### config.mk
export PLATFORM = sky130hd
export DESIGN_NAME = uetr_responder
export DESIGN_NICKNAME = d
export VERILOG_FILES = /design/src/uetr_idle_timer.v /design/src/uetr_responder.v
export VERILOG_INCLUDE_DIRS = /design/src
export SDC_FILE = /design/constraint.sdc
export NUM_CORES = 1
export LEC_CHECK = 0
export BUFFER_PORTS_ARGS = -buffer_cell sky130_fd_sc_hd__buf_2
export CAP_MARGIN = 20
export CELL_PAD_IN_SITES_DETAIL_PLACEMENT = 2
export CELL_PAD_IN_SITES_GLOBAL_PLACEMENT = 2
export CORE_MARGIN = 4
export CORE_UTILIZATION = 33
export DETAILED_ROUTE_END_ITERATION = 16
export PLACE_DENSITY = 0.9
export SYNTH_ARGS = -nofsm -noshare
export SYNTH_HDL_FRONTEND = slang
export SYNTH_SLANG_ARGS = --single-unit
### constraint.sdc
create_clock -name clk_i -period 10.05 [get_ports clk_i]
set_input_delay 1.005 -clock clk_i [delete_from_list [all_inputs] [get_ports clk_i]]
set_output_delay 1.005 -clock clk_i [all_outputs]
set_load 0.02 [all_outputs]
### src/uetr_defs.vh
// Constants for the USB endpoint transaction responder.
// Assumes a 25 MHz system clock and a decoded packet-level link interface.
`ifndef UETR_DEFS_VH
`define UETR_DEFS_VH

// ==========================================
// Token kinds from the packet decoder
`define UETR_TOK_OUT 2'h0
`define UETR_TOK_IN 2'h1
`define UETR_TOK_SETUP 2'h2
`define UETR_TOK_SOF 2'h3

// ==========================================
// Endpoint transfer types
`define UETR_TT_CTRL 2'h0
`define UETR_TT_ISO 2'h1
`define UETR_TT_BULK 2'h2
`define UETR_TT_INTR 2'h3

// ==========================================
// Packet to send back
`define UETR_RSP_NONE 3'h0
`define UETR_RSP_ACK 3'h1
`define UETR_RSP_NAK 3'h2
`define UETR_RSP_STALL 3'h3
`define UETR_RSP_DATA 3'h4
`define UETR_RSP_ZLP 3'h5

// ==========================================
// Timing
`define UETR_CLK_HZ 25000000
`define UETR_SUSPEND_US 3000
`define UETR_SUSPEND_CYC ((`UETR_CLK_HZ / 1000000) * `UETR_SUSPEND_US)
`define UETR_ACK_WAIT_CYC 16'h0100

`endif

### src/uetr_idle_timer.v
// Bus idle timer: flags suspend after a continuous idle stretch.
// Assumes bus_active_i is already synchronous to clk_i.
`default_nettype none

module uetr_idle_timer #(
  parameter integer IDLE_CYCLES = 75000
) (
  // Clock and reset
  input wire clk_i,
  input wire rst_i,
  // Bus state
  input wire bus_active_i,
  // Result
  output reg idle_reached_o
);

  reg [31:0] count;

  always @(posedge clk_i or posedge rst_i) begin
    if (rst_i) begin
      count <= 32'h0;
      idle_reached_o <= 1'b0;
    end else if (bus_active_i) begin
      count <= 32'h0;
      idle_reached_o <= 1'b0;
    end else if (count >= IDLE_CYCLES - 1) begin
      idle_reached_o <= 1'b1;
    end else begin
      count <= count + 32'h1;
    end
  end

endmodule // uetr_idle_timer

`default_nettype wire

### src/uetr_responder.v
// USB endpoint transaction responder: picks the reply packet for each token.
// Assumes a packet decoder upstream and packet encoder downstream, same clock.
//
// Overview of operation
// - Control transfers run only on endpoint zero.
// - Control read: IN data, OUT zero-length status.
// - Control write/no-data status: answer IN with ZLP.
// - Bulk IN with FIFO data sends data.
// - Toggle data PID after host ACK.
// - Corrupted bulk/interrupt token gets no reply.
// - No ACK: resend same data, same PID.
// - Stalled non-isochronous endpoint answers STALL, but still ACKs SETUP.
// - Empty bulk/interrupt IN FIFO answers NAK.
// - Clean OUT data with valid PID gets ACK.
// - Oversized bulk OUT packet answers STALL.
// - Sequence mismatch on bulk OUT still ACKs.
// - OUT FIFO lacking room answers NAK.
// - Isochronous: no handshake, always DATA0.
// - Corrupted isochronous IN token sends nothing.
// - Empty isochronous IN FIFO sends ZLP.
// - Isochronous OUT accepts errored data, flags it.
// - Corrupted isochronous OUT token drops data.
// - Oversize or no-room isochronous OUT drops data.
// - Interrupt endpoints behave exactly like bulk.
// - No device state sequencing; events only.
// - Suspend after 3ms idle; activity resumes.
// - Reset in suspend: resume first, then reset.
// - Host sends start-of-frame every 1ms.
`default_nettype none
`include "uetr_defs.vh"

module uetr_responder #(
  parameter integer NUM_EP = 5,
  parameter integer SUSPEND_CYCLES = `UETR_SUSPEND_CYC
) (
  // Clock and reset
  input wire clk_i,
  input wire rst_i,
  // Token from decoder
  input wire tok_valid_i,
  input wire [1:0] tok_kind_i,
  input wire [3:0] tok_ep_i,
  input wire tok_crc_ok_i,
  // OUT/SETUP data packet from decoder
  input wire data_valid_i,
  input wire data_pid1_i,
  input wire data_pid_ok_i,
  input wire data_crc_ok_i,
  input wire data_stuff_ok_i,
  input wire [10:0] data_len_i,
  // Handshake from host after IN data
  input wire hs_ack_i,
  input wire hs_timeout_i,
  // Endpoint configuration, one slice per endpoint
  input wire [2*NUM_EP-1:0] ep_type_i,
  input wire [NUM_EP-1:0] ep_stall_i,
  input wire [11*NUM_EP-1:0] ep_maxp_i,
  // FIFO state, one slice per endpoint
  input wire [NUM_EP-1:0] in_ready_i,
  input wire [11*NUM_EP-1:0] out_room_i,
  // Control status stage flag from software
  input wire ctrl_status_in_i,
  // Bus line state, asynchronous
  input wire bus_active_i,
  input wire bus_reset_i,
  // Reply to encoder
  output reg rsp_valid_o,
  output reg [2:0] rsp_kind_o,
  output reg rsp_pid1_o,
  output reg [3:0] rsp_ep_o,
  // FIFO commands
  output reg out_commit_o,
  output reg out_drop_o,
  output reg in_release_o,
  output reg iso_err_o,
  // Events to software
  output reg setup_evt_o,
  output reg sof_evt_o,
  output reg suspend_evt_o,
  output reg resume_evt_o,
  output reg reset_evt_o,
  output reg suspended_o
);

  // ==========================================
  // Transaction state machine
  localparam [1:0] ST_IDLE = 2'h0;
  localparam [1:0] ST_WAIT_DATA = 2'h1;
  localparam [1:0] ST_WAIT_HS = 2'h2;

  reg [1:0] state;
  reg [1:0] next_state;
  reg [3:0] cur_ep;
  reg cur_setup;
  reg cur_tok_ok;
  reg [NUM_EP-1:0] in_tog;
  reg [NUM_EP-1:0] out_tog;
  reg [15:0] hs_count;

  // Two-flop synchronisers for line state
  reg act_s1, act_s2, rst_s1, rst_s2, rst_s3;

  wire idle_reached;
  wire ep_ok = (tok_ep_i < NUM_EP);

  // ==========================================
  // Per-endpoint field selection
  wire [1:0] tok_type [0:NUM_EP-1];
  wire [10:0] ep_maxp [0:NUM_EP-1];
  wire [10:0] ep_room [0:NUM_EP-1];

  genvar g;
  generate
    for (g = 0; g < NUM_EP; g = g + 1) begin : g_ep
      // Endpoint zero is forced to control
      assign tok_type[g] = (g == 0) ? `UETR_TT_CTRL : ep_type_i[2*g+1:2*g];
      assign ep_maxp[g] = ep_maxp_i[11*g+10:11*g];
      assign ep_room[g] = out_room_i[11*g+10:11*g];
    end
  endgenerate

  wire [2:0] tok_idx = tok_ep_i[2:0];
  wire [2:0] cur_idx = cur_ep[2:0];
  wire [1:0] t_type = tok_type[tok_idx];
  wire [1:0] c_type = tok_type[cur_idx];
  // Interrupt endpoints take the bulk path unchanged
  wire c_iso = (c_type == `UETR_TT_ISO);
  wire t_iso = (t_type == `UETR_TT_ISO);
  wire data_clean = data_crc_ok_i & data_stuff_ok_i;

  // ==========================================
  // Synchronisers
  always @(posedge clk_i or posedge rst_i) begin
    if (rst_i) begin
      act_s1 <= 1'b0;
      act_s2 <= 1'b0;
      rst_s1 <= 1'b0;
      rst_s2 <= 1'b0;
      rst_s3 <= 1'b0;
    end else begin
      act_s1 <= bus_active_i;
      act_s2 <= act_s1;
      rst_s1 <= bus_reset_i;
      rst_s2 <= rst_s1;
      rst_s3 <= rst_s2;
    end
  end

  uetr_idle_timer #(
    .IDLE_CYCLES(SUSPEND_CYCLES)
  ) u_idle (
    .clk_i(clk_i),
    .rst_i(rst_i),
    // Reset signalling is not idle; stops a re-suspend right after wake-up
    .bus_active_i(act_s2 | rst_s2),
    .idle_reached_o(idle_reached)
  );

  // ==========================================
  // Suspend, resume and bus reset events
  // Hardware only reports; software moves the device state
  reg reset_pending;

  always @(posedge clk_i or posedge rst_i) begin
    if (rst_i) begin
      suspended_o <= 1'b0;
      suspend_evt_o <= 1'b0;
      resume_evt_o <= 1'b0;
      reset_evt_o <= 1'b0;
      reset_pending <= 1'b0;
    end else begin
      suspend_evt_o <= 1'b0;
      resume_evt_o <= 1'b0;
      reset_evt_o <= 1'b0;
      if (suspended_o) begin
        if (act_s2 | rst_s2) begin
          // Resume is always reported before a pending reset
          suspended_o <= 1'b0;
          resume_evt_o <= 1'b1;
          reset_pending <= rst_s2;
        end
      end else if (reset_pending) begin
        reset_pending <= 1'b0;
        reset_evt_o <= 1'b1;
      end else if (rst_s2 & ~rst_s3) begin
        reset_evt_o <= 1'b1;
      end else if (idle_reached) begin
        suspended_o <= 1'b1;
        suspend_evt_o <= 1'b1;
      end
    end
  end

  // ==========================================
  // Transaction sequencing
  always @* begin
    next_state = state;
    case (state)
      ST_IDLE: begin
        if (tok_valid_i & tok_crc_ok_i & ep_ok & (tok_kind_i == `UETR_TOK_IN) &
            in_ready_i[tok_idx] & ~ep_stall_i[tok_idx] & ~t_iso)
          next_state = ST_WAIT_HS;
        else if (tok_valid_i & (tok_kind_i != `UETR_TOK_IN) &
                 (tok_kind_i != `UETR_TOK_SOF))
          next_state = ST_WAIT_DATA;
      end
      ST_WAIT_DATA: begin
        if (data_valid_i)
          next_state = ST_IDLE;
      end
      ST_WAIT_HS: begin
        if (hs_ack_i | hs_timeout_i | (hs_count == `UETR_ACK_WAIT_CYC))
          next_state = ST_IDLE;
      end
      default: next_state = ST_IDLE;
    endcase
  end

  always @(posedge clk_i or posedge rst_i) begin
    if (rst_i) begin
      state <= ST_IDLE;
      cur_ep <= 4'h0;
      cur_setup <= 1'b0;
      cur_tok_ok <= 1'b0;
      in_tog <= {NUM_EP{1'b0}};
      out_tog <= {NUM_EP{1'b0}};
      hs_count <= 16'h0;
      rsp_valid_o <= 1'b0;
      rsp_kind_o <= `UETR_RSP_NONE;
      rsp_pid1_o <= 1'b0;
      rsp_ep_o <= 4'h0;
      out_commit_o <= 1'b0;
      out_drop_o <= 1'b0;
      in_release_o <= 1'b0;
      iso_err_o <= 1'b0;
      setup_evt_o <= 1'b0;
      sof_evt_o <= 1'b0;
    end else begin
      state <= next_state;
      rsp_valid_o <= 1'b0;
      out_commit_o <= 1'b0;
      out_drop_o <= 1'b0;
      in_release_o <= 1'b0;
      setup_evt_o <= 1'b0;
      sof_evt_o <= 1'b0;
      hs_count <= (state == ST_WAIT_HS) ? hs_count + 16'h1 : 16'h0;
      if (rst_s2 & ~rst_s3) begin
        in_tog <= {NUM_EP{1'b0}};
        out_tog <= {NUM_EP{1'b0}};
      end
      case (state)
        ST_IDLE: begin
          if (tok_valid_i) begin
            cur_ep <= tok_ep_i;
            cur_setup <= (tok_kind_i == `UETR_TOK_SETUP);
            cur_tok_ok <= tok_crc_ok_i & ep_ok;
            rsp_ep_o <= tok_ep_i;
            if (tok_kind_i == `UETR_TOK_SOF) begin
              sof_evt_o <= tok_crc_ok_i;
            end else if (tok_kind_i == `UETR_TOK_IN & tok_crc_ok_i & ep_ok) begin
              rsp_valid_o <= 1'b1;
              if (t_iso) begin
                // Isochronous IN never handshakes, always DATA0
                rsp_pid1_o <= 1'b0;
                rsp_kind_o <= in_ready_i[tok_idx] ? `UETR_RSP_DATA
                                                  : `UETR_RSP_ZLP;
                in_release_o <= in_ready_i[tok_idx];
              end else if (ep_stall_i[tok_idx]) begin
                rsp_kind_o <= `UETR_RSP_STALL;
              end else if (in_ready_i[tok_idx]) begin
                // Same toggle on a resend until ACK arrives
                rsp_kind_o <= `UETR_RSP_DATA;
                rsp_pid1_o <= in_tog[tok_idx];
              end else if (tok_idx == 3'h0 & ctrl_status_in_i) begin
                rsp_kind_o <= `UETR_RSP_ZLP;
                rsp_pid1_o <= 1'b1;
              end else begin
                rsp_kind_o <= `UETR_RSP_NAK;
              end
            end
            // Corrupted IN tokens fall through silently
          end
        end
        ST_WAIT_DATA: begin
          if (data_valid_i) begin
            if (!cur_tok_ok) begin
              out_drop_o <= 1'b1;
            end else if (c_iso & ~cur_setup) begin
              // Errored content still kept, only flagged
              iso_err_o <= ~data_clean;
              if ((data_len_i > ep_maxp[cur_idx]) | (data_len_i > ep_room[cur_idx]))
                out_drop_o <= 1'b1;
              else
                out_commit_o <= 1'b1;
            end else if (data_clean & data_pid_ok_i) begin
              rsp_valid_o <= 1'b1;
              if (cur_setup) begin
                // Setup always taken, even when stalled; sets ep0 toggles to 1
                rsp_kind_o <= `UETR_RSP_ACK;
                out_commit_o <= 1'b1;
                setup_evt_o <= 1'b1;
                in_tog[0] <= 1'b1;
                out_tog[0] <= 1'b1;
              end else if (ep_stall_i[cur_idx]) begin
                rsp_kind_o <= `UETR_RSP_STALL;
                out_drop_o <= 1'b1;
              end else if (data_len_i > ep_maxp[cur_idx]) begin
                rsp_kind_o <= `UETR_RSP_STALL;
                out_drop_o <= 1'b1;
              end else if (data_pid1_i != out_tog[cur_idx]) begin
                // Duplicate of a packet already taken
                rsp_kind_o <= `UETR_RSP_ACK;
                out_drop_o <= 1'b1;
              end else if (data_len_i > ep_room[cur_idx]) begin
                rsp_kind_o <= `UETR_RSP_NAK;
                out_drop_o <= 1'b1;
              end else begin
                // Zero-length status OUT on ep0 lands here too
                rsp_kind_o <= `UETR_RSP_ACK;
                out_commit_o <= 1'b1;
                out_tog[cur_idx] <= ~out_tog[cur_idx];
              end
            end else begin
              out_drop_o <= 1'b1;
            end
          end
        end
        ST_WAIT_HS: begin
          if (hs_ack_i) begin
            in_tog[cur_idx] <= ~in_tog[cur_idx];
            in_release_o <= 1'b1;
          end
        end
        default: ;
      endcase
    end
  end

endmodule // uetr_responder

`default_nettype wire

=== Word level (Yosys, flattened, before mapping) ===
Index checks and enable logic that the tools add are counted.

* Register bits: 88
* Latch bits: 0
* Bits in writable memories: 0
* ROM bits: 0
* Input port bits: 161
* Output and inout bits: 19
* Word-level logic and storage cells: 242
* Memories: 0

* Add/subtract/negate cells: 2
* Multiply operators: 0
* Divide/modulo/power cells: 0
* Magnitude comparators: 9
* Equal/unequal tests: 23
* Shift-type cells: 0
* Muxes and demuxes: 139
* Bitwise gates (word level): 30
* Reduce and logical (&&, ||, !) cells: 11

{| class="wikitable"
|+ Operators with widths
! cell !! number
|-
| $mux W1 || 76
|-
| $bmux W11 S3 || 2
|-
| $mux W32 || 2
|-
| $mux W5 || 12
|-
| $mux W3 || 15
|-
| $mux W11 || 4
|-
| $add A32 B1 Y32 const B || 1
|-
| $ge A32 B17 Y1 const B || 1
|-
| $gt A11 B11 Y1 || 2
|-
| $ne A2 B2 Y1 const B || 10
|-
| $bmux W1 S3 || 6
|-
| $mux W2 || 9
|-
| $add A16 B1 Y16 const B || 1
|-
| $and A1 B1 Y1 || 16
|-
| $eq A16 B9 Y1 const B || 1
|-
| $mux W16 || 1
|-
| $bmux W2 S3 || 2
|-
| $bwmux W5 || 2
|-
| $eq A2 B1 Y1 const B || 4
|-
| $ge A4 B4 Y1 const B || 2
|-
| $lt A3 B4 Y1 const B || 2
|-
| $mux W4 || 2
|-
| $not A1 Y1 || 8
|-
| $not A3 Y4 || 2
|-
| other kinds (21) || 31
|}

=== Logic depth before layout (Yosys ltp) ===
* Depth after elaboration: 15
* Depth in mapped cells: 14

=== By module ===
Synthesis repeated with hierarchy kept, for this count alone.

* Cell total of the unflattened synthesis: 565
* Area total of the unflattened synthesis: 5856.9 um^2

{| class="wikitable"
|+ By module, submodules not included
! module !! instances !! cells each !! area an instance (um^2)
|-
| uetr_responder || 1 || 420 || 4296.6
|-
| uetr_idle_timer || 1 || 145 || 1560.2
|}

=== Least setup slack after synthesis ===
OpenSTA, ideal clock, no wires.

* Kind: register -> register
* Start point: register cur_ep[1]
* End point: register out_drop_o
* Setup time: 0.124 ns
* Arrival time: 3.809 ns
* Required time: 9.926 ns
* Slack: 6.117 ns
* Cell stages (with the launch flop): 14
* Buffers on the path: 4
* Clock period less this slack: 3.933 ns
* Cell sequence: dfrtp_1 > clkbuf_1 > buf_2 > buf_1 > clkbuf_1 > a31oi_1 > o22a_1 > ha_1 > a211oi_1 > nor2_1 > or4b_2 > a2bb2oi_2 > a21oi_1 > o31a_1

* Longest elaborated chain between the ends: 15
* Elaborated cells between the ends (all ways): 31

{| class="wikitable"
|+ Ends and longest elaborated chain
! item !! RTL line !! RTL
|-
| start, declared || uetr_responder.v:93 || <nowiki>reg [3:0] cur_ep;</nowiki>
|-
| start signal, assigned || uetr_responder.v:254 || <nowiki>cur_ep <= tok_ep_i;</nowiki>
|-
| $not A3 Y4 (not written as such) || n/a ||
|-
| $bmux W11 S3 || uetr_responder.v:291, uetr_responder.v:314 ||
|-
| $mux W11 (not written as such) (2 in a row) || uetr_responder.v:291, uetr_responder.v:314 ||
|-
| $gt A11 B11 Y1 || uetr_responder.v:291, uetr_responder.v:314 ||
|-
| $mux W1 || uetr_responder.v:314 || <nowiki>end else if (data_len_i > ep_room[cur_idx]) begin</nowiki>
|-
| $mux W1 || uetr_responder.v:310 || <nowiki>end else if (data_pid1_i != out_tog[cur_idx]) begin</nowiki>
|-
| $mux W1 || uetr_responder.v:307 || <nowiki>end else if (data_len_i > ep_maxp[cur_idx]) begin</nowiki>
|-
| $mux W1 || uetr_responder.v:304 || <nowiki>end else if (ep_stall_i[cur_idx]) begin</nowiki>
|-
| $mux W1 || uetr_responder.v:297 || <nowiki>if (cur_setup) begin</nowiki>
|-
| $mux W1 || uetr_responder.v:295 || <nowiki>end else if (data_clean & data_pid_ok_i) begin</nowiki>
|-
| $mux W1 (*) || uetr_responder.v:288 || <nowiki>end else if (c_iso & ~cur_setup) begin</nowiki>
|-
| $mux W1 (*) || uetr_responder.v:286 || <nowiki>if (!cur_tok_ok) begin</nowiki>
|-
| $mux W1 (*) || uetr_responder.v:285 || <nowiki>if (data_valid_i) begin</nowiki>
|-
| $mux W1 (*) || uetr_responder.v:251 || <nowiki>case (state)</nowiki>
|-
| end signal, assigned || uetr_responder.v:287 || <nowiki>out_drop_o <= 1'b1;</nowiki>
|-
| end signal, assigned || uetr_responder.v:292 || <nowiki>out_drop_o <= 1'b1;</nowiki>
|-
| end signal, assigned || uetr_responder.v:306 || <nowiki>out_drop_o <= 1'b1;</nowiki>
|-
| end, declared || uetr_responder.v:73 || <nowiki>output reg out_drop_o,</nowiki>
|}

Mark *: on every way between the ends. The rest lies on a longest branch, timed or not. The select of a mux whose other input is x is not followed.
A chain may end at the register's enable or synchronous reset.

=== Worst setup path in the final report ===
* Start point: register cur_ep[0]
* End point: register out_drop_o

The elaborated chain is that of the path after synthesis.

==> results.sh <==
export IMPL_status="finished, final reports clean"
export IMPL_syn_nets=787
export IMPL_regToRegEndpoint="out_drop_o"
export IMPL_synth_distinct_cells=65
export IMPL_rows=48
export IMPL_synth_area_um2=5786
export IMPL_grt_overflow_total=0
export IMPL_tightest_slew_ns=0.9971
export IMPL_post_cts_resized=0
export IMPL_yosysMostFrequentCell="dfrtp_1"
export IMPL_gp_congestion=0.8466
export IMPL_ant_nets=0
export IMPL_syn_inst=598
export IMPL_synthFlopType="dfrtp_1"
export IMPL_maxCapViolCount=0
export IMPL_start_kind="flop"
export IMPL_final_cells=993
export IMPL_core_um2=17240
export IMPL_ctsHtreeMaxLevel=3
export IMPL_route_detailed_drc=0
export IMPL_cp_end_kind="flop"
export IMPL_postCtsHoldBufs=0
export IMPL_slowest_delay_ns=0.88
export IMPL_synth_edf_count=0
export IMPL_cts_buffers=9
export IMPL_finClkSkew_ns=0.006876
export IMPL_r2r_start="cur_ep[0]"
export IMPL_path_common_cell="a21oi_1"
export IMPL_num_vias=5483
export IMPL_antenna_found_initial=0
export IMPL_required_ns=10.28
export IMPL_dr_pass1_iters=4
export IMPL_wl_per_cell_um=21.14
export IMPL_crit_fanout=36
export IMPL_drv_slew=0
export IMPL_maxSlewHeadroom_pct=31.81
export IMPL_io_pins=180
export IMPL_worstSetupPathType="reg -> reg"
export IMPL_routed_wl_um=20990
export IMPL_grt_use_total_pct=21.48
export IMPL_grt_setup_unrepaired="no"
export IMPL_setup_tns_ns=0
export IMPL_crit_path_start="cur_ep[0]"
export IMPL_first_global_vias=6525
export IMPL_min_period_ns=4.608
export IMPL_postSynth_asyncResetShare_pct=100.0
export IMPL_io_buffers=177
export IMPL_hold_worst_slack_ns=0.3519
export IMPL_layout_setup_ws_ns=5.442
export IMPL_path_cells="buf_4 -> nor2b_1 -> a22oi_1 -> o22a_1 -> ha_1 -> a21oi_1 -> a211oi_1 -> a2111oi_0 -> a2bb2oi_2 -> a21oi_1 -> o31a_1"
export IMPL_r2r_cells=11
export IMPL_synth_area_leader_cell="dfrtp_1"
export IMPL_cts_tree="built"
export IMPL_hold_path_class="reg -> reg"
export IMPL_critical_path_top_delay_family="compound AO/OA/AOI/OAI gates"
export IMPL_cp_depth=11
export IMPL_avgViaCountPerCell=5.522
export IMPL_clockRootBuffer="clkbuf_16"
export IMPL_critPathBufInv=1
export IMPL_dp_hpwl_um=16220
export IMPL_power_density_nw_per_um2=194.7
export IMPL_vdd_ir_drop_worst_mv=0.1229
export IMPL_seq_area_frac_synth_pct=38.06
export IMPL_synth_top_area_share_pct=38.06
export IMPL_syn_to_final_growth_pct=24.31
export IMPL_die_area_um2=19720
export IMPL_synth_area_leaders="dfrtp_1 38%, ha_1 6.1%, mux4_2 4.7%, and2_1 3.9%, a21oi_1 2.9%"
export IMPL_dp_slack_ns=5.448
export IMPL_finalCritPeriodShare_pct=45.85
export IMPL_crit_end="out_drop_o"
export IMPL_fin_nets=952
export IMPL_setup_violations=0
export IMPL_worst_ep_arrival_time_ns=4.84
export IMPL_die_x_um=140.4
export IMPL_die_h_um=140.4
export IMPL_clkTransAtPathRegs_ns=0.06
export IMPL_clock_latency_ns=0.35
export IMPL_p_leak_uw=0.003429
export IMPL_clock_sinks=88
export IMPL_placed_cells=974
export IMPL_drive_gt1_share_pct=31.12
export IMPL_grt_first_pass_wirelength_um=34360
export IMPL_ys_ff_latch=88
export IMPL_finalHoldViolations=0
export IMPL_clock_path_buffers=2
export IMPL_crit_path_top_delay_cell="a2111oi_0"
export IMPL_syn_mean_instance_area_um2=9.675
export IMPL_netlist_top_cells_count="88 x dfrtp_1, 37 x nor2_1, 36 x and2_1, 34 x nand2_1, 33 x a21oi_1"
export IMPL_insertedDiodeCount=0
export IMPL_ff2ff_setup_slack_ns=5.44
export IMPL_max_freq_mhz=217.0
export IMPL_ys_warn_count=0
export IMPL_initial_utilization_pct=33.57
export IMPL_grt_max_degree=89
export IMPL_drtIter0Drc=148
export IMPL_post_cts_buffers=0
## where the power goes
group / leakage [µW] / switching [µW] / internal [µW]
Clock: 0.000127 / 144 / 175
Combinational: 0.00211 / 394 / 279
Sequential: 0.00120 / 30.0 / 378
## routing by layer
metal	share of wire, %	track usage [%]	vias up
li1	-	-	2550
met1	39	24.52	2720
met2	53	39.24	170
met3	4.7	5.189	43
met4	2.9	6.986	0
met5	0	0	-
## sequential cells by signal (all words and copies together) (netlist names), 2 cells and up
register	cells
u_idle.count	32
hs_count	16
state	2
rsp_kind_o	3
cur_ep	4
in_tog	5
out_tog	5
## worst min path at each step
stage | start | endpoint | slack [ns] | depth (start not counted)
after global routing | rst_s1 | rst_s2 | 0.36 | 0
after floorplan | act_s1 | act_s2 | 0.33 | 0
final | act_s1 | act_s2 | 0.35 | 0
after global placement | rst_s1 | rst_s2 | 0.34 | 0
after CTS | act_s1 | act_s2 | 0.36 | 0
after detailed placement | act_s1 | act_s2 | 0.34 | 0
## placed cells by master, fill, tap and decap left out, types with 14 or more instances in the layout
cell,n
nand3_1,22
buf_2,177
o21ai_0,18
o22a_1,14
nand4_1,22
ha_1,28
inv_1,17
a22oi_1,21
dfrtp_1,86
nor2b_1,16
and2_1,36
nand2_1,34
a21oi_1,33
xor2_1,18
nor2_1,37
## through the flow
stage | utilization [%] | total power, µW | instance area (µm²)
after floorplan | - | 866.0 | 5786
after global placement | 39.84 | 1036 | 6867
after global routing | 41.72 | 1502 | 7192
after CTS | 41.48 | 1409 | 7149
after detailed placement | 39.84 | 1079 | 6867
final | 41.72 | 1400 | 7192
## cell type report
type	count	area [µm²]
flip-flops and latches	88	2205
clock buffers	10	239.0
inverters	18	68.82
clock inverters	6	43.79
repair buffers	184	958.4
well taps	225	281.5
fillers	1908	10040
multi-input cells	462	3396
## kinds of logic after synthesis
family | after synthesis | share of synthesized area [%]
AO/OA/AOI/OAI | 139 | 16.89
XOR/XNOR | 30 | 4.541
adder cells (fa/ha/maj) | 28 | 6.055
buffers and inverters | 48 | 3.244
flip-flops | 88 | 38.06
multiplexers | 34 | 8.737
AND/OR/NAND/NOR | 231 | 22.47
No activity file was read; power rests on OpenSTA's default activity.
